File: src/include/kwp_map.svh
`ifndef KWP_MAP_SVH
`define KWP_MAP_SVH

// register indices; byte address is index * 4 since every register is word aligned
`define KWP_IDX_G_DATA      8'h28
`define KWP_IDX_H_DATA      8'h29
`define KWP_IDX_G_DIR       8'h2a
`define KWP_IDX_H_DIR       8'h2b
`define KWP_IDX_G_WAKE_EN   8'h2c
`define KWP_IDX_H_WAKE_EN   8'h2d
`define KWP_IDX_G_WAKE_FLG  8'h2e
`define KWP_IDX_H_WAKE_FLG  8'h2f
`define KWP_IDX_OPTION      8'h30
`define KWP_IDX_STATUS      8'h31

// field positions
`define KWP_BIT_I2C_WAKE    7
`define KWP_BIT_SDA         6
`define KWP_BIT_SCL         7
`define KWP_BIT_STOP        0

// reset values
`define KWP_RST_BYTE        8'h00
`define KWP_RST_FLG_G_MASK  8'h7f

// filter oscillator: period in ns, sampled three times per period
`define KWP_FILT_PERIOD_NS  90
`define KWP_CLK_PERIOD_NS   10

`define KWP_AXI_OKAY        2'b00
`define KWP_AXI_SLVERR      2'b10

`endif

File: src/include/kwp_pkg.sv
package kwp_pkg;

  typedef struct packed {
    logic [7:0] g;
    logic [7:0] h;
  } kwp_pair_t;

  typedef struct packed {
    logic [7:0] awaddr;
    logic       awvalid;
    logic [31:0] wdata;
    logic [3:0] wstrb;
    logic       wvalid;
    logic       bready;
    logic [7:0] araddr;
    logic       arvalid;
    logic       rready;
  } kwp_axi_req_t;

  typedef struct packed {
    logic        awready;
    logic        wready;
    logic        bvalid;
    logic [1:0]  bresp;
    logic        arready;
    logic        rvalid;
    logic [31:0] rdata;
    logic [1:0]  rresp;
  } kwp_axi_rsp_t;

  typedef enum logic [1:0] {
    KWP_FILT_IDLE,
    KWP_FILT_SAMPLE
  } kwp_filt_state_t;

endpackage

File: src/logic/kwp_key_wakeup_ports.sv
`timescale 1ns/1ps
`include "kwp_map.svh"
// Overview of operation
// RQ1: strap high pulls up, low pulls down
// RQ2: data registers at 28 and 29
// RQ3: direction bit 1 output, 0 input
// RQ4: option selects edge or start detect on G6
// RQ5: option makes G6 and G7 open-drain
// RQ6: start needs SDA fall while SCL high
// RQ7: G6 enable gates edge or start interrupt
// RQ8: enable bit 1 enables, 0 disables wake
// RQ9: G flags except 6 set by falling edge
// RQ10: write one clears flag, zero keeps it
// RQ11: G flag bit 7 reads zero
// RQ12: G flag 6 records edge or start
// RQ13: H flags set by falling edge
// RQ14: filter active only in stop mode
// RQ15: filter oscillator starts on enabled edge
// RQ16: two of three samples validate level
// RQ17: one filter shared by all enabled inputs
// RQ18: sources space pulses beyond minimum interval
// RQ19: interrupt when flag and enable both set
// RQ20: falling edge wakes through unclocked path in stop
// RQ21: pins pass two flip-flops before edge detect
module kwp_key_wakeup_ports #(
  parameter int FILT_PERIOD = `KWP_FILT_PERIOD_NS / `KWP_CLK_PERIOD_NS
) (
  input  wire logic                 sys_clk_in,
  input  wire logic                 reset_in,
  input  wire kwp_pkg::kwp_axi_req_t axi_req_in,
  output kwp_pkg::kwp_axi_rsp_t     axi_rsp_out,
  input  wire kwp_pkg::kwp_pair_t   pin_in,
  output kwp_pkg::kwp_pair_t        pin_out,
  output kwp_pkg::kwp_pair_t        pin_oe_out,
  input  wire logic                 port_g_pull_select_strap_in,
  input  wire logic                 port_h_pull_select_strap_in,
  output kwp_pkg::kwp_pair_t        pull_up_en_out,
  output kwp_pkg::kwp_pair_t        pull_down_en_out,
  input  wire logic                 stop_mode_in,
  output logic                      wake_irq_out
);
  import kwp_pkg::*;

  localparam int FP = (FILT_PERIOD < 3) ? 3 : FILT_PERIOD;

  kwp_pair_t       data_r, dir_r, en_r, flg_r, flg_nxt;
  logic            i2c_wake_option_r;
  kwp_pair_t       sync1_r, sync2_r, prev_r;
  logic            strap_g1_r, strap_g2_r, strap_h1_r, strap_h2_r;
  logic            stop1_r, stop2_r;
  kwp_axi_rsp_t    rsp_r;
  logic            aw_held_r, w_held_r;
  logic [7:0]      aw_addr_r;
  logic [31:0]     w_data_r;
  logic [3:0]      w_strb_r;
  kwp_filt_state_t filt_state_r;
  logic [7:0]      filt_cnt_r;
  logic [1:0]      filt_votes_r;
  kwp_pair_t       filt_armed_r;
  kwp_pair_t       fall, trig, filt_set, clear_mask;
  logic            start_det, do_write, do_read;
  logic [7:0]      wr_byte;

  // register index from a byte address; unaligned low bits are ignored
  function automatic logic [7:0] reg_index(input logic [7:0] addr);
    return {2'b00, addr[7:2]};
  endfunction

  // printed index times four gives the byte address
  function automatic logic match(input logic [7:0] addr, input logic [7:0] idx);
    return addr == {idx[5:0], 2'b00};
  endfunction

  // pin synchronisers
  always_ff @(posedge sys_clk_in) begin
    if (reset_in) begin
      sync1_r <= '0;
      sync2_r <= '0;
      prev_r  <= '0;
    end else begin
      sync1_r <= pin_in; // RQ21
      sync2_r <= sync1_r; // RQ21
      prev_r  <= sync2_r;
    end
  end

  always_ff @(posedge sys_clk_in) begin
    if (reset_in) begin
      strap_g1_r <= 1'b0;
      strap_g2_r <= 1'b0;
      strap_h1_r <= 1'b0;
      strap_h2_r <= 1'b0;
      stop1_r    <= 1'b0;
      stop2_r    <= 1'b0;
    end else begin
      strap_g1_r <= port_g_pull_select_strap_in;
      strap_g2_r <= strap_g1_r;
      strap_h1_r <= port_h_pull_select_strap_in;
      strap_h2_r <= strap_h1_r;
      stop1_r    <= stop_mode_in;
      stop2_r    <= stop1_r;
    end
  end

  always_comb begin
    pull_up_en_out.g   = {8{strap_g2_r}}; // RQ1
    pull_up_en_out.h   = {8{strap_h2_r}}; // RQ1
    pull_down_en_out.g = {8{~strap_g2_r}}; // RQ1
    pull_down_en_out.h = {8{~strap_h2_r}}; // RQ1
  end

  // pin drivers; open-drain drives only a low level
  always_comb begin
    pin_out    = data_r;
    pin_oe_out = dir_r; // RQ3
    if (i2c_wake_option_r) begin
      pin_out.g[`KWP_BIT_SDA]    = 1'b0; // RQ5
      pin_out.g[`KWP_BIT_SCL]    = 1'b0; // RQ5
      pin_oe_out.g[`KWP_BIT_SDA] = dir_r.g[`KWP_BIT_SDA] & ~data_r.g[`KWP_BIT_SDA]; // RQ5
      pin_oe_out.g[`KWP_BIT_SCL] = dir_r.g[`KWP_BIT_SCL] & ~data_r.g[`KWP_BIT_SCL]; // RQ5
    end
  end

  // edge detection on synchronised pins
  always_comb begin
    fall      = prev_r & ~sync2_r; // RQ9 RQ13 RQ20
    start_det = fall.g[`KWP_BIT_SDA] & sync2_r.g[`KWP_BIT_SCL]; // RQ6
    trig      = fall;
    trig.g[`KWP_BIT_SCL] = 1'b0;
    // g6 is either a plain edge or a start condition
    trig.g[`KWP_BIT_SDA] = i2c_wake_option_r ? start_det : fall.g[`KWP_BIT_SDA]; // RQ4 RQ7 RQ12
  end

  // shared majority-vote filter, only while in stop
  always_ff @(posedge sys_clk_in) begin
    if (reset_in) begin
      filt_state_r   <= KWP_FILT_IDLE;
      filt_cnt_r     <= '0;
      filt_votes_r   <= '0;
      filt_armed_r   <= '0;
    end else begin
      unique case (filt_state_r)
        KWP_FILT_IDLE: begin
          filt_cnt_r     <= '0;
          filt_votes_r   <= '0;
          if (stop2_r && |(trig & en_r)) begin // RQ15 RQ17
            filt_state_r <= KWP_FILT_SAMPLE;
            filt_armed_r <= trig & en_r; // RQ17
          end
        end
        KWP_FILT_SAMPLE: begin
          filt_armed_r <= filt_armed_r | (trig & en_r); // RQ17
          filt_cnt_r   <= filt_cnt_r + 8'h01;
          if (filt_cnt_r == 8'(FP / 3) || filt_cnt_r == 8'(2 * FP / 3)
              || filt_cnt_r == 8'(FP - 1)) begin
            // asserted level is low for a falling-edge trigger
            if (|(filt_armed_r & ~sync2_r & en_r))
              filt_votes_r <= filt_votes_r + 2'h1; // RQ16
          end
          if (filt_cnt_r == 8'(FP - 1) || !stop2_r) begin
            filt_state_r <= KWP_FILT_IDLE;
            filt_armed_r <= '0;
          end
        end
        default: filt_state_r <= KWP_FILT_IDLE;
      endcase
    end
  end

  always_comb begin
    filt_set = '0;
    // two of three samples at the triggering level
    if (filt_state_r == KWP_FILT_SAMPLE && filt_cnt_r == 8'(FP - 1)) begin
      if ((filt_votes_r + (|(filt_armed_r & ~sync2_r & en_r) ? 2'h1 : 2'h0)) >= 2'h2)
        filt_set = filt_armed_r & en_r; // RQ16
    end
  end

  // axi4-lite slave
  assign do_write = aw_held_r && w_held_r && !rsp_r.bvalid;
  assign do_read  = axi_req_in.arvalid && rsp_r.arready && !rsp_r.rvalid;

  always_comb begin
    wr_byte    = w_strb_r[0] ? w_data_r[7:0] : 8'h00;
    clear_mask = '0;
    if (do_write && w_strb_r[0]) begin
      if (match(aw_addr_r, `KWP_IDX_G_WAKE_FLG)) clear_mask.g = wr_byte; // RQ10
      if (match(aw_addr_r, `KWP_IDX_H_WAKE_FLG)) clear_mask.h = wr_byte; // RQ10
    end
  end

  always_ff @(posedge sys_clk_in) begin
    if (reset_in) begin
      aw_held_r <= 1'b0;
      w_held_r  <= 1'b0;
      aw_addr_r <= '0;
      w_data_r  <= '0;
      w_strb_r  <= '0;
    end else begin
      if (axi_req_in.awvalid && !aw_held_r) begin
        aw_held_r <= 1'b1;
        aw_addr_r <= axi_req_in.awaddr;
      end else if (do_write) begin
        aw_held_r <= 1'b0;
      end
      if (axi_req_in.wvalid && !w_held_r) begin
        w_held_r <= 1'b1;
        w_data_r <= axi_req_in.wdata;
        w_strb_r <= axi_req_in.wstrb;
      end else if (do_write) begin
        w_held_r <= 1'b0;
      end
    end
  end

  // control registers
  always_ff @(posedge sys_clk_in) begin
    if (reset_in) begin
      data_r            <= '{`KWP_RST_BYTE, `KWP_RST_BYTE};
      dir_r             <= '{`KWP_RST_BYTE, `KWP_RST_BYTE};
      en_r              <= '{`KWP_RST_BYTE, `KWP_RST_BYTE};
      i2c_wake_option_r <= 1'b0;
    end else if (do_write && w_strb_r[0]) begin
      if (match(aw_addr_r, `KWP_IDX_G_DATA)) data_r.g <= wr_byte; // RQ2
      if (match(aw_addr_r, `KWP_IDX_H_DATA)) data_r.h <= wr_byte; // RQ2
      if (match(aw_addr_r, `KWP_IDX_G_DIR))  dir_r.g  <= wr_byte; // RQ3
      if (match(aw_addr_r, `KWP_IDX_H_DIR))  dir_r.h  <= wr_byte; // RQ3
      if (match(aw_addr_r, `KWP_IDX_G_WAKE_EN)) begin
        en_r.g            <= {1'b0, wr_byte[6:0]}; // RQ8
        i2c_wake_option_r <= wr_byte[`KWP_BIT_I2C_WAKE]; // RQ4
      end
      if (match(aw_addr_r, `KWP_IDX_H_WAKE_EN)) en_r.h <= wr_byte; // RQ8
      if (match(aw_addr_r, `KWP_IDX_OPTION))
        i2c_wake_option_r <= wr_byte[`KWP_BIT_I2C_WAKE];
    end
  end

  // flags: set wins over a simultaneous clear
  always_comb begin
    flg_nxt = flg_r & ~clear_mask; // RQ10
    if (stop2_r)
      flg_nxt = flg_nxt | filt_set; // RQ14
    else
      flg_nxt = flg_nxt | trig; // RQ9 RQ13 RQ14
    flg_nxt.g = flg_nxt.g & `KWP_RST_FLG_G_MASK; // RQ11
  end

  always_ff @(posedge sys_clk_in) begin
    if (reset_in) flg_r <= '0;
    else          flg_r <= flg_nxt;
  end

  // stop wake path: enabled low pin level reaches the request without a flop
  assign wake_irq_out = (|(flg_r & en_r)) // RQ19
                      | (stop_mode_in & |(~pin_in & en_r)); // RQ20

  // responses
  function automatic logic [7:0] read_byte(input logic [7:0] addr);
    logic [7:0] v;
    v = 8'h00;
    if (match(addr, `KWP_IDX_G_DATA))     v = data_r.g; // RQ2
    if (match(addr, `KWP_IDX_H_DATA))     v = data_r.h;
    if (match(addr, `KWP_IDX_G_DIR))      v = dir_r.g;
    if (match(addr, `KWP_IDX_H_DIR))      v = dir_r.h;
    if (match(addr, `KWP_IDX_G_WAKE_EN))  v = {i2c_wake_option_r, en_r.g[6:0]};
    if (match(addr, `KWP_IDX_H_WAKE_EN))  v = en_r.h;
    if (match(addr, `KWP_IDX_G_WAKE_FLG)) v = {1'b0, flg_r.g[6:0]}; // RQ11
    if (match(addr, `KWP_IDX_H_WAKE_FLG)) v = flg_r.h;
    if (match(addr, `KWP_IDX_OPTION))     v = {i2c_wake_option_r, 7'h00};
    if (match(addr, `KWP_IDX_STATUS))     v = {7'h00, stop2_r};
    return v;
  endfunction

  function automatic logic mapped(input logic [7:0] addr);
    return reg_index(addr) >= `KWP_IDX_G_DATA && reg_index(addr) <= `KWP_IDX_STATUS
           && addr[1:0] == 2'b00;
  endfunction

  always_ff @(posedge sys_clk_in) begin
    if (reset_in) begin
      rsp_r <= '0;
      rsp_r.arready <= 1'b1;
    end else begin
      if (do_write) begin
        rsp_r.bvalid <= 1'b1;
        rsp_r.bresp  <= mapped(aw_addr_r) ? `KWP_AXI_OKAY : `KWP_AXI_SLVERR;
      end else if (axi_req_in.bready) begin
        rsp_r.bvalid <= 1'b0;
      end
      if (do_read) begin
        rsp_r.rvalid  <= 1'b1;
        rsp_r.arready <= 1'b0;
        rsp_r.rdata   <= {24'h000000, read_byte(axi_req_in.araddr)};
        rsp_r.rresp   <= mapped(axi_req_in.araddr) ? `KWP_AXI_OKAY : `KWP_AXI_SLVERR;
      end else if (rsp_r.rvalid && axi_req_in.rready) begin
        rsp_r.rvalid  <= 1'b0;
        rsp_r.arready <= 1'b1;
      end
    end
  end

  always_comb begin
    axi_rsp_out         = rsp_r;
    axi_rsp_out.awready = !aw_held_r;
    axi_rsp_out.wready  = !w_held_r;
  end

  // checks
  property p_flag_set;
    @(posedge sys_clk_in) disable iff (reset_in)
      (!stop2_r && trig.h[0]) |=> flg_r.h[0];
  endproperty
  a_flag_set: assert property (p_flag_set) else $error("h0 flag not set"); // RQ13

  property p_g7_zero;
    @(posedge sys_clk_in) disable iff (reset_in) !flg_r.g[7];
  endproperty
  a_g7_zero: assert property (p_g7_zero) else $error("g7 flag set"); // RQ11

  property p_irq;
    @(posedge sys_clk_in) disable iff (reset_in)
      (|(flg_r & en_r)) |-> wake_irq_out;
  endproperty
  a_irq: assert property (p_irq) else $error("irq missing"); // RQ19

  property p_start_scl;
    @(posedge sys_clk_in) disable iff (reset_in)
      (i2c_wake_option_r && !stop2_r && !$past(flg_r.g[6]) && flg_r.g[6]
       && $past(clear_mask.g[6]) == 1'b0) |-> $past(sync2_r.g[7]);
  endproperty
  a_start_scl: assert property (p_start_scl) else $error("start without scl high"); // RQ6

  property p_no_filter_outside_stop;
    @(posedge sys_clk_in) disable iff (reset_in)
      !stop2_r |=> (filt_state_r == KWP_FILT_IDLE);
  endproperty
  a_no_filter_outside_stop: assert property (p_no_filter_outside_stop) // RQ14
    else $error("filter running outside stop");

  // in stop only the filter may raise a flag
  property p_stop_gated;
    @(posedge sys_clk_in) disable iff (reset_in)
      (stop2_r && filt_state_r == KWP_FILT_IDLE && !flg_r.h[1]) |=> !flg_r.h[1];
  endproperty
  a_stop_gated: assert property (p_stop_gated) else $error("raw edge set flag in stop"); // RQ14

  property p_g_flag_set;
    @(posedge sys_clk_in) disable iff (reset_in)
      (!stop2_r && trig.g[0]) |=> flg_r.g[0];
  endproperty
  a_g_flag_set: assert property (p_g_flag_set) else $error("g0 flag not set"); // RQ9

  property p_scl_low;
    @(posedge sys_clk_in) disable iff (reset_in)
      (i2c_wake_option_r && !stop2_r && fall.g[6] && !sync2_r.g[7] && !flg_r.g[6])
      |=> !flg_r.g[6];
  endproperty
  a_scl_low: assert property (p_scl_low) else $error("start with scl low"); // RQ6

  property p_irq_quiet;
    @(posedge sys_clk_in) disable iff (reset_in)
      (!stop_mode_in && !(|(flg_r & en_r))) |-> !wake_irq_out;
  endproperty
  a_irq_quiet: assert property (p_irq_quiet) else $error("spurious irq"); // RQ19

  property p_w1c;
    @(posedge sys_clk_in) disable iff (reset_in)
      (clear_mask.h[1] && !stop2_r && !trig.h[1]) |=> !flg_r.h[1];
  endproperty
  a_w1c: assert property (p_w1c) else $error("flag not cleared"); // RQ10

  property p_dir;
    @(posedge sys_clk_in) disable iff (reset_in) pin_oe_out.h == dir_r.h;
  endproperty
  a_dir: assert property (p_dir) else $error("direction mismatch"); // RQ3

  property p_od;
    @(posedge sys_clk_in) disable iff (reset_in)
      i2c_wake_option_r |-> (pin_out.g[7:6] == 2'b00);
  endproperty
  a_od: assert property (p_od) else $error("open drain drives high"); // RQ5

endmodule

File: config.mk
export PLATFORM = sky130hd
export DESIGN_NAME = kwp_key_wakeup_ports
export DESIGN_NICKNAME = d
export VERILOG_FILES = /design/src/include/kwp_pkg.sv /design/src/logic/kwp_key_wakeup_ports.sv
export VERILOG_INCLUDE_DIRS = /design/src /design/src/include
export SDC_FILE = /design/constraint.sdc
export NUM_CORES = 1
export LEC_CHECK = 0
export BUFFER_PORTS_ARGS = -buffer_cell sky130_fd_sc_hd__buf_2
export CORE_AREA = 2 2 130 132
export DETAILED_ROUTE_END_ITERATION = 8
export DIE_AREA = 0 0 132 134
export PLACE_DENSITY = 0.87
export SLEW_MARGIN = 10
export SYNTH_ARGS = -nofsm -noshare
export SYNTH_HDL_FRONTEND = slang
export SYNTH_SLANG_ARGS = --single-unit
File: constraint.sdc
create_clock -name sys_clk_in -period 4.05 [get_ports sys_clk_in]
set_input_delay 0.81 -clock sys_clk_in [delete_from_list [all_inputs] [get_ports sys_clk_in]]
set_output_delay 0.81 -clock sys_clk_in [all_outputs]
set_load 0.02 [all_outputs]
==> results.cfg, run 1 <==
[outcome]
outcome = completed

[critical_path]
critPathBufInv = 2
critical_path.startpoint = en_r[1]$_SDFFE_PP0P_
critical_path.max_stage_delay_ps = 380
worstPathCellList = inv_1 -> o22ai_1 -> nor4_1 -> nand3_1 -> a211o_1 -> buf_2
crit_path_start_kind = flop
critPathCaptureType = output port
critical_path_peak_fanout = 5
cp.required_ps = 3240
timing.rr.start = en_r[4]$_SDFFE_PP0P_
critical_path_class = reg -> out
terminus_of_the_critical_flop_to_flop_path = flg_r[0]$_SDFF_PP0_
cpMaxStageDelayCell = sky130_fd_sc_hd__dfxtp_1
ff2ff_setup_slack_ps = 1420
timing.critical_path.arrival_ps = 2060
path_delay_family = compound AO/OA/AOI/OAI gates
reg2reg_depth = 6

[yosys]
postSynthRegisterBits = 174
synth_top_family_by_area = simple AND/OR/NAND/NOR gates
yosys.area_share.simple_pct = 20.3
synth_top_flop_cell = sky130_fd_sc_hd__dfxtp_1
sequential_cell_area_fraction_in_the_yosys_report_pct = 42.8
post_synth_adder_cell_area_pct = 0.461
syn_area_per_cell_sq_um = 8.99
async_flop_share_pct = 0
mappedNetlistArea_sq_mm = 0.00815
synth_compound_gate_area_share_pct = 17.0
synth-xor-area-share_pct = 0.753
synth-warning-count = 0
number_of_distinct_library_cells_after_synthesis = 63
synth-edff-count = 0
postSynthCellCount = 906
share_of_synthesized_area_spent_on_multiplexers_pct = 6.28

[place]
pre_cts_slack_ps = 1270
number_of_port_buffers = 130
place_congestion = 0.969
detailedPlacementHpwl_microns = 15000

[route]
number_of_iterations_in_the_first_detailed_routing_pass = 6
routed_wl_microns = 20900
vias = 6727
total_drc_errors_in_the_routed_layout = 0
wl_per_cell_microns = 17.5
drt-vias-per-instance = 5.65
first_iter_violations = 688
antenna_left = 0

[timing]
fmax_mhz = 348
tightest_slew_ps = 1170
setup_tns_ps = 0
worst_hold_slack_ps = 440
postLayoutSetupSlackWorst_ps = 1180
finClkSkew_ps = 7.86
fin_crit_ps = 2870
timing.max_slew.rel_slack_pct = 21.8
hold_viol = 0
drv_slew = 0
finalCritPeriodShare_pct = 71.0
setup_violations = 0
grt_setup_unrepaired = false

[cts]
cts_max_level = 4
cts.clk_slew.worst_paths_ps = 60
cts.repair_timing.setup_buffer_count = 0
cts_root_buf = sky130_fd_sc_hd__clkbuf_16
postcts_resize_cnt = 0
clock_buffer_depth = 2
tritoncts = built
clock_network_latency_to_the_later_pin_of_the_worst_skew_pair_ps = 430
clock-sinks = 174
number_of_hold_buffers_added_after_cts = 0
cts_buffers = 17

[finish]
antennaDiodeCount = 0
final_nets = 1039
final_util_pct = 55.0
final_layout_size_suffix_gt1_share_pct = 22.4
layout.filler_cells = 1393
syn_to_final_growth_pct = 9.91
mostFrequentLayoutCells = 174 x sky130_fd_sc_hd__dfxtp_1, 129 x sky130_fd_sc_hd__buf_2, 102 x sky130_fd_sc_hd__nand2_1, 87 x sky130_fd_sc_hd__nor2_1, 53 x sky130_fd_sc_hd__a21oi_1
layout.cells.most_common = sky130_fd_sc_hd__dfxtp_1

[worst_hold_path]
whs_endpoint = sync2_r[7]$_SDFF_PP0_
hold-path-cell-count = 1
min-delay-path-class = reg -> reg
hp-start = sync1_r[7]$_SDFF_PP0_

[run]
cap_violations = 0

[die]
die_area_sq_mm = 0.0177
core.rowCount = 47
fp.dieH_microns = 134
core_area_sq_mm = 0.0163
die_width_microns = 132
floorplan.io_pins = 184
initial_utilization_pct = 50.0

[power]
comb_power_share_pct = 6.9
power.internal_mw = 2.74
proportion_of_total_power_due_to_net_switching_pct = 24.5
power.clock.fraction_pct = 44.1
net-switching-power_uw = 891
power.ir.vdd_worst_mv = 0.292
total_leakage_power_nw = 3.59
power_density_mw_per_mm2 = 406
power.share.sequential_pct = 49.0

[grt]
overflow = 0
global_route_wire_length_before_repair_microns = 32500
first_global_vias = 6181
grt_usage_pct = 23.3
grt_antenna_before_repair = 0
grt_start_max_net_pins = 71
final cells by class:
cell class	instances	area, sq um	share of cell area, %
multi-input cells	581	3740	41.8
flip-flops and latches	174	3480	38.9
repair buffers	133	688	7.69
clock buffers	19	433	4.84
well taps	220	275	3.07
inverters	51	191	2.14
clock inverters	12	138	1.54
power groups by stage:
stage,Sequential (mW),Combinational [mW],Clock (mW)
2_1_floorplan,1.81,0.203,0
3_3_place_gp,1.81,0.242,0
3_5_place_dp,1.82,0.247,0
4_1_cts,1.78,0.249,1.61
5_1_grt,1.78,0.271,1.70
6_report,1.78,0.250,1.60
per-layer routing:
metal | GRT usage, % | routed length (microns)
met1 | 28.4 | 8150
met2 | 37.5 | 9750
met3 | 5.52 | 1750
met4 | 14.3 | 1230
met5 | 0 | 0
cells in the mapped netlist (4+ instances only):
cell | n | area [sq um]
sky130_fd_sc_hd__a2bb2o_1 | 5 | 50.1
sky130_fd_sc_hd__inv_1 | 51 | 191
sky130_fd_sc_hd__mux4_2 | 8 | 180
sky130_fd_sc_hd__a22oi_1 | 6 | 45.0
sky130_fd_sc_hd__nor2b_1 | 43 | 269
sky130_fd_sc_hd__mux2i_1 | 32 | 320
sky130_fd_sc_hd__o221ai_1 | 6 | 52.6
sky130_fd_sc_hd__nand3_1 | 33 | 165
sky130_fd_sc_hd__and3_1 | 6 | 37.5
sky130_fd_sc_hd__nand2_1 | 102 | 383
sky130_fd_sc_hd__a41oi_2 | 9 | 146
sky130_fd_sc_hd__a21oi_1 | 53 | 265
sky130_fd_sc_hd__buf_2 | 8 | 40.0
sky130_fd_sc_hd__o22ai_1 | 16 | 100
sky130_fd_sc_hd__a31o_2 | 14 | 123
sky130_fd_sc_hd__nor3_1 | 5 | 25.0
sky130_fd_sc_hd__nor2_1 | 87 | 327
sky130_fd_sc_hd__buf_4 | 85 | 638
sky130_fd_sc_hd__o21ai_0 | 22 | 110
sky130_fd_sc_hd__xor2_1 | 4 | 35.0
sky130_fd_sc_hd__clkbuf_1 | 26 | 97.6
sky130_fd_sc_hd__nand4_1 | 7 | 43.8
sky130_fd_sc_hd__a2bb2o_4 | 10 | 200
sky130_fd_sc_hd__nand3b_1 | 15 | 113
sky130_fd_sc_hd__and2_1 | 8 | 50.1
sky130_fd_sc_hd__dfxtp_1 | 174 | 3480
sky130_fd_sc_hd__a211oi_1 | 4 | 30.0
sky130_fd_sc_hd__nand2b_1 | 6 | 37.5
sky130_fd_sc_hd__a41oi_1 | 6 | 52.6
worst max path at each step:
stage | cells after the start | end | slack [ps]
6_report | 6 | wake_irq_out | 1180
5_1_grt | 6 | wake_irq_out | 1060
4_1_cts | 6 | wake_irq_out | 1190
3_5_place_dp | 6 | wake_irq_out | 1270
3_3_place_gp | 6 | wake_irq_out | 1270
2_1_floorplan | 4 | wake_irq_out | 1660
kinds of logic (layout without fill, tap and decap cells):
group / count (synthesis) / after routing
fa+ha+maj: 3 / 3
simple gates: 331 / 331
xor+xnor: 7 / 7
other cells: 1 / 26
flops: 174 / 174
buf+inv: 176 / 215
compound gates: 173 / 173
mux: 41 / 41
registers in the layout (all words and copies together), names as in the netlist, 8 cells and up:
| signal | flops |
|---|---|
| sync1_r | 16 |
| sync2_r | 16 |
| en_r | 15 |
| filt_armed_r | 15 |
| flg_r | 15 |
| prev_r | 15 |
| pin_oe_out | 14 |
| pin_out | 14 |
| axi_rsp_out | 13 |
| aw_addr_r | 8 |
| filt_cnt_r | 8 |
| w_data_r | 8 |
metrics by stage:
| step | instances | power [mW] | area [sq um] |
|---|---|---|---|
| 6_report | 1190 | 3.63 | 8950 |
| 4_1_cts | 1190 | 3.64 | 8950 |
| 5_1_grt | 1190 | 3.76 | 8950 |
| 3_5_place_dp | 1159 | 2.06 | 8380 |
| 2_1_floorplan | 931 | 2.01 | 8240 |
| 3_3_place_gp | 1159 | 2.06 | 8380 |
Note: power is estimated with default switching activity, not from simulation.
==> run 2: changes to the inputs <==
- ABC_AREA: not set -> 1
- CORE_AREA: 2 2 130 132 -> 2 2 133 135
- DIE_AREA: 0 0 132 134 -> 0 0 135 137
- clock period: 4.05 -> 2.4 ns (I/O delays scaled with it)
==> run 2 against run 1 <==
Total power rose by 69%. Flip-flop and latch count did not move. Sequential share of layout area shrank 0.94 points. Clock skew barely moved. Routed wire length grew 4.1%. Setup slack lost 1100 ps. Die area grew 4.6%. Cell count increased by 23%. Via count increased by 15%. Largest power group unchanged. Highest routed layer unchanged.
==> results.cfg, run 2 <==
[outcome]
outcome = completed

[cts]
cts.clk_slew.worst_paths_ps = 70
cts_buffers = 17
clock_network_latency_to_the_later_pin_of_the_worst_skew_pair_ps = 440
number_of_hold_buffers_added_after_cts = 0
cts_root_buf = sky130_fd_sc_hd__clkbuf_16
cts_max_level = 4
tritoncts = built
clock-sinks = 174
clock_buffer_depth = 2
cts.repair_timing.setup_buffer_count = 0

[worst_hold_path]
min-delay-path-class = in -> reg
hold-path-cell-count = 3
hp-start = port_h_pull_select_strap_in

[finish]
final_nets = 1307
layout.filler_cells = 1614
mostFrequentLayoutCells = 173 x sky130_fd_sc_hd__dfxtp_1, 160 x sky130_fd_sc_hd__inv_1, 156 x sky130_fd_sc_hd__nand2_1, 145 x sky130_fd_sc_hd__nor2_1, 130 x sky130_fd_sc_hd__buf_2
final_area_sq_mm = 0.00918
final_layout_size_suffix_gt1_share_pct = 16.6
combined_area_of_the_multi_input_logic_cells_sq_mm = 0.00340
antennaDiodeCount = 0
regArea_sq_mm = 0.00348
layout.cells.most_common = sky130_fd_sc_hd__dfxtp_1
reg_top3 = sync1_r x16, sync2_r x16
syn_to_final_growth_pct = 11.5
post_layout_nonfiller_instances = 1463

[critical_path]
critical_path.max_stage_delay_ps = 370
reg2reg_depth = 7
critical_path_class = reg -> out
critical_path.startpoint = en_r[10]$_SDFFE_PP0P_
terminus_of_the_critical_flop_to_flop_path = filt_armed_r[1]$_SDFFE_PP0P_
critical_path_peak_fanout = 5
cpMaxStageDelayCell = sky130_fd_sc_hd__dfxtp_1
endpoint_of_the_worst_setup_timing_path = wake_irq_out
critPathCaptureType = output port
cp.required_ps = 1920
timing.critical_path.arrival_ps = 1860
ff2ff_setup_slack_ps = 420
timing.rr.start = en_r[3]$_SDFFE_PP0P_
crit_path_start_kind = flop
worstPathCellList = inv_2 -> o21ai_0 -> a221oi_2 -> o2111ai_1 -> nor2_1 -> nand2_1 -> buf_2

[route]
wl_per_cell_microns = 14.9
vias = 7751
antenna_left = 0
drt-vias-per-instance = 5.30
first_iter_violations = 851
total_drc_errors_in_the_routed_layout = 0
number_of_iterations_in_the_first_detailed_routing_pass = 5
routed_wl_microns = 21700

[yosys]
mappedNetlistArea_sq_mm = 0.00823
yosysTopAreaCell = sky130_fd_sc_hd__dfxtp_1
synth_most_common_cell = sky130_fd_sc_hd__dfxtp_1
postSynthCellCount = 1158
syn_area_per_cell_sq_um = 7.11
synth_top_flop_cell = sky130_fd_sc_hd__dfxtp_1
async_flop_share_pct = 0
leading_cell_types_by_count_after_synthesis = 174 x sky130_fd_sc_hd__dfxtp_1, 163 x sky130_fd_sc_hd__inv_1, 156 x sky130_fd_sc_hd__nand2_1
number_of_distinct_library_cells_after_synthesis = 42
synth-edff-count = 0
yosys-top-cells-area = sky130_fd_sc_hd__dfxtp_1 42%, sky130_fd_sc_hd__buf_4 7.9%, sky130_fd_sc_hd__inv_1 7.4%, sky130_fd_sc_hd__nand2_1 7.1%, sky130_fd_sc_hd__nor2_1 6.6%
synth-warning-count = 0
sequential_cell_area_fraction_in_the_yosys_report_pct = 42.3
yosys.area.top_type_share_pct = 42.3
postSynthRegisterBits = 174

[timing]
hold_viol = 0
postLayoutSetupSlackWorst_ps = 61.4
fmax_mhz = 428
fin_crit_ps = 2340
setup_violations = 0
finalCritPeriodShare_pct = 97.4
grt_setup_unrepaired = false
setup_tns_ps = 0
drv_slew = 0
finClkSkew_ps = 8.03
timing.max_slew.rel_slack_pct = 33.6
tightest_slew_ps = 995

[die]
die_width_microns = 135
core.rowCount = 48
core_area_sq_mm = 0.0171
die_area_sq_mm = 0.0185
initial_utilization_pct = 48.2
floorplan.io_pins = 184
fp.dieH_microns = 137

[place]
pre_cts_slack_ps = 360
number_of_port_buffers = 130
postPlaceCellArea_sq_mm = 0.00859
numPlacedInstances = 1432
place_congestion = 0.922
detailedPlacementHpwl_microns = 15800

[grt]
global_route_wire_length_before_repair_microns = 34500
grt_antenna_before_repair = 0
grt_start_max_net_pins = 91
first_global_vias = 7066
overflow = 0
grt_usage_pct = 23.7

[power]
proportion_of_total_power_due_to_net_switching_pct = 24.4
power.ir.vdd_worst_mv = 0.534
power_density_mw_per_mm2 = 667
power.internal_mw = 4.63
total_leakage_power_nw = 4.08
comb_power_share_pct = 7.1
power.share.sequential_pct = 49.3
net-switching-power_mw = 1.49
power.clock.fraction_pct = 43.6

[run]
cap_violations = 0
## run 2: metal layers
| metal | routed length (microns) | track usage (%) | vias up | part of all wire (%) |
|---|---|---|---|---|
| li1 | - | - | 3766 | - |
| met1 | 8690 | 28.9 | 3537 | 40 |
| met2 | 10400 | 40.0 | 376 | 48 |
| met3 | 1740 | 5.11 | 72 | 8.0 |
| met4 | 884 | 11.2 | 0 | 4.1 |
| met5 | 0 | 0 | - | 0 |
## run 2: area by class of cell
cell class / instances / area share [%]
clock buffer: 23 / 5.32
clock inverter: 8 / 0.900
inverter: 169 / 6.91
sequential: 174 / 38.0
tap: 225 / 3.07
timing repair buffer: 147 / 8.75
multi-input combinational: 717 / 37.1
## run 2: how the worst min path moves through the flow
stage	to	slack (ps)
3_3_place_gp	sync2_r[0]$_SDFF_PP0_	390
6_report	strap_h1_r$_SDFF_PP0_	240
4_1_cts	strap_h1_r$_SDFF_PP0_	240
3_5_place_dp	strap_g2_r$_SDFF_PP0_	390
2_1_floorplan	stop2_r$_SDFF_PP0_	390
5_1_grt	sync1_r[15]$_SDFF_PP0_	240
## run 2: power groups by stage
stage          Combinational [mW]  Sequential, mW  Clock [mW]
6_report                    0.434            3.02        2.67
5_1_grt                     0.488            3.03        2.84
4_1_cts                     0.431            3.02        2.70
3_5_place_dp                0.428            3.08           0
3_3_place_gp                0.420            3.08           0
2_1_floorplan               0.337            3.08           0
## run 2: kinds of logic (layout without fill, tap and decap cells)
logic type                 Yosys count  after routing  share of synthesized area [%]
and+or+nand+nor                    444            444                           23.6
buffers and inverters              292            347                           17.6
AOI/OAI and AO/OA                  243            243                           15.9
DFF                                174            174                           42.3
adders and majority gates            3              3                          0.456
other                                1             26                         0.0456
xor gates and xnor gates             1              1                          0.106
## run 2: critical path, delay by kind of cell, from the launching register on
family	cells	cell delay, ps
flip-flops	1	370
AO/OA/AOI/OAI	3	470
buffers and inverters	2	270
AND/OR/NAND/NOR	2	300
## run 2: repair_timing
action / CTS / global route
pin swaps: 2 / 2
gates cloned: 0 / 0
endpoints found under the setup margin: 1 / 1
endpoints found under the hold margin: 0 / 0
gates resized for setup: 1 / 5
## run 2: metrics by stage
step                      hold WS (ps)  utilization (%)  power (mW)
final                              244             53.8        6.12
after global routing               245             53.8        6.35
after CTS                          239             53.7        6.14
after detailed placement           395             50.4        3.51
after global placement             390             50.4        3.50
after floorplan                    388                -        3.41
==> run 3: changes to the inputs <==
- ABC_AREA: 1 -> not set
- CORE_AREA: 2 2 133 135 -> 2 2 132 134
- DIE_AREA: 0 0 135 137 -> 0 0 134 136
- PLACE_DENSITY: 0.87 -> 0.88
==> run 3 against run 2 <==
Clock skew down 1.5 ps. Utilization grew 0.37 points. First-iteration DRC count down 26%. Final area fell by 0.38%. Maximum frequency fell by 1.3%. Critical path depth fell by 1. Count of clock-buffer cells in the layout decreased by 4. Register-to-register slack worse by 140 ps. Global-route usage decreased by 1.2 points. Total power up 0.38%. Combinational power down 2%. Highest routed layer unchanged.
==> results.cfg, run 3 (synthesized netlist as in run 1, its figures left out) <==
[critical_path]
cpMaxStageDelayCell = sky130_fd_sc_hd__dfxtp_1
worstPathCellList = inv_1 -> o22ai_1 -> nor4_2 -> nand3_2 -> a211o_1 -> buf_6
critical_path.max_stage_delay_ps = 380
critPathCaptureType = output port
timing.critical_path.arrival_ps = 1890
critical_path_class = reg -> out
crit_path_start_kind = flop
cp.required_ps = 1920
critical_path_peak_fanout = 6

[cts]
clock-sinks = 174
cts_max_level = 4
cts.clk_slew.worst_paths_ps = 60
tritoncts = built
cts_root_buf = sky130_fd_sc_hd__clkbuf_16
clock_buffer_depth = 2
number_of_hold_buffers_added_after_cts = 0
cts_buffers = 17
clock_network_latency_to_the_later_pin_of_the_worst_skew_pair_ps = 440

[die]
floorplan.io_pins = 184
die_width_microns = 134
die_area_sq_mm = 0.0182
core.rowCount = 48
fp.dieH_microns = 136
initial_utilization_pct = 48.3
core_area_sq_mm = 0.0169

[timing]
hold_viol = 0
fin_crit_ps = 2370
timing.max_slew.rel_slack_pct = 63.4
setup_violations = 0
finClkSkew_ps = 6.49
setup_tns_ps = 0
fmax_mhz = 422
worst_hold_slack_ps = 258
finalCritPeriodShare_pct = 98.8
tightest_slew_ps = 547
drv_slew = 0

[place]
detailedPlacementHpwl_microns = 14600
number_of_port_buffers = 130
place_congestion = 0.941

[outcome]
outcome = completed

[finish]
final_layout_size_suffix_gt1_share_pct = 25.4
reg_top3 = sync1_r x16, sync2_r x16
layout.cells.most_common = sky130_fd_sc_hd__dfxtp_1
mostFrequentLayoutCells = 167 x sky130_fd_sc_hd__dfxtp_1, 128 x sky130_fd_sc_hd__buf_2, 102 x sky130_fd_sc_hd__nand2_1, 87 x sky130_fd_sc_hd__nor2_1, 53 x sky130_fd_sc_hd__a21oi_1
syn_to_final_growth_pct = 12.2
final_nets = 1055
layout.filler_cells = 1463

[run]
cap_violations = 0

[route]
routed_wl_microns = 20400
number_of_iterations_in_the_first_detailed_routing_pass = 5
drt-vias-per-instance = 5.53
wl_per_cell_microns = 16.8
first_iter_violations = 627
antenna_left = 0
vias = 6703
total_drc_errors_in_the_routed_layout = 0

[grt]
global_route_wire_length_before_repair_microns = 31900
grt_start_max_net_pins = 110
first_global_vias = 6141
use_met1_pct = 26.8
grt_usage_pct = 22.5
grt_antenna_before_repair = 0
grt_util_met2_pct = 37.9
grt.met3_usage_pct = 5.44
grt_busiest_layer = met2
overflow = 0

[power]
total_power_mw = 6.15
power.ir.vdd_worst_mv = 0.465
power_density_mw_per_mm2 = 672
total_leakage_power_nw = 3.71

[worst_hold_path]
min-delay-path-class = in -> reg
[run 3: cell count changes in the layout (fill, tap and decap cells not counted), sizes merged, moves of 57 or more]
cell	previous run	this run
nor2	152	87
nand2	160	102
inv	168	53
o21ai	103	23
nand3	93	33
a21oi	110	53
[run 3: report_power, final]
part | switching, mW | internal (mW) | total [mW]
registers | 0.0508 | 2.95 | 3.00
logic | 0.281 | 0.145 | 0.425
clock network | 1.16 | 1.56 | 2.72
[run 3: path summary, 6_finish.rpt]
check,startpoint,to,slack (ps),cells after the start
max,en_r[9]$_SDFFE_PP0P_,wake_irq_out,30,6
min,port_h_pull_select_strap_in,strap_h1_r$_SDFF_PP0_,260,2
max reg2reg,aw_held_r$_SDFFE_PP0P_,flg_r[2]$_SDFF_PP0_,280,6
min reg2reg,sync1_r[2]$_SDFF_PP0_,sync2_r[2]$_SDFF_PP0_,430,1
[run 3: routing by layer]
metal	routed length [microns]	up-vias
met3	1410	74
met4	900	0
met5	0	-
li1	-	3157
met1	7940	3161
met2	10100	311
[run 3: worst max-delay path, delay by kind of cell (launching register included)]
kind,cells,cell delay [ps]
buf+inv,2,220
flops,1,380
compound gates,2,430
simple gates,2,410
[run 3: area by class of cell]
class	instances	area (sq um)	share of cell area [%]
Multi-Input combinational cell	581	3770	41.3
Sequential cell	174	3500	38.3
Timing Repair Buffer	149	815	8.91
Clock buffer	19	443	4.84
Tap cell	225	282	3.08
Inverter	51	191	2.09
Clock inverter	12	136	1.49
Antenna cell	1	2.50	0.0274
[run 3: repair_timing]
item | CTS | global route
pin swaps | 2 | 5
gates resized for setup | 3 | 18
endpoints found under the setup margin | 1 | 1
buffers inserted | 0 | 3
[run 3: stage by stage]
| step | instances | setup WS (ps) | cell area, sq um | utilization, % |
|---|---|---|---|---|
| finish | 1212 | 29.9 | 9140 | 54.2 |
| global route | 1211 | -45.6 | 9140 | 54.2 |
| CTS | 1208 | 14.3 | 9070 | 53.7 |
| detailed placement | 1177 | 260 | 8490 | 50.3 |
| global placement | 1177 | 239 | 8490 | 50.3 |
| floorplan | 931 | 613 | 8240 | - |
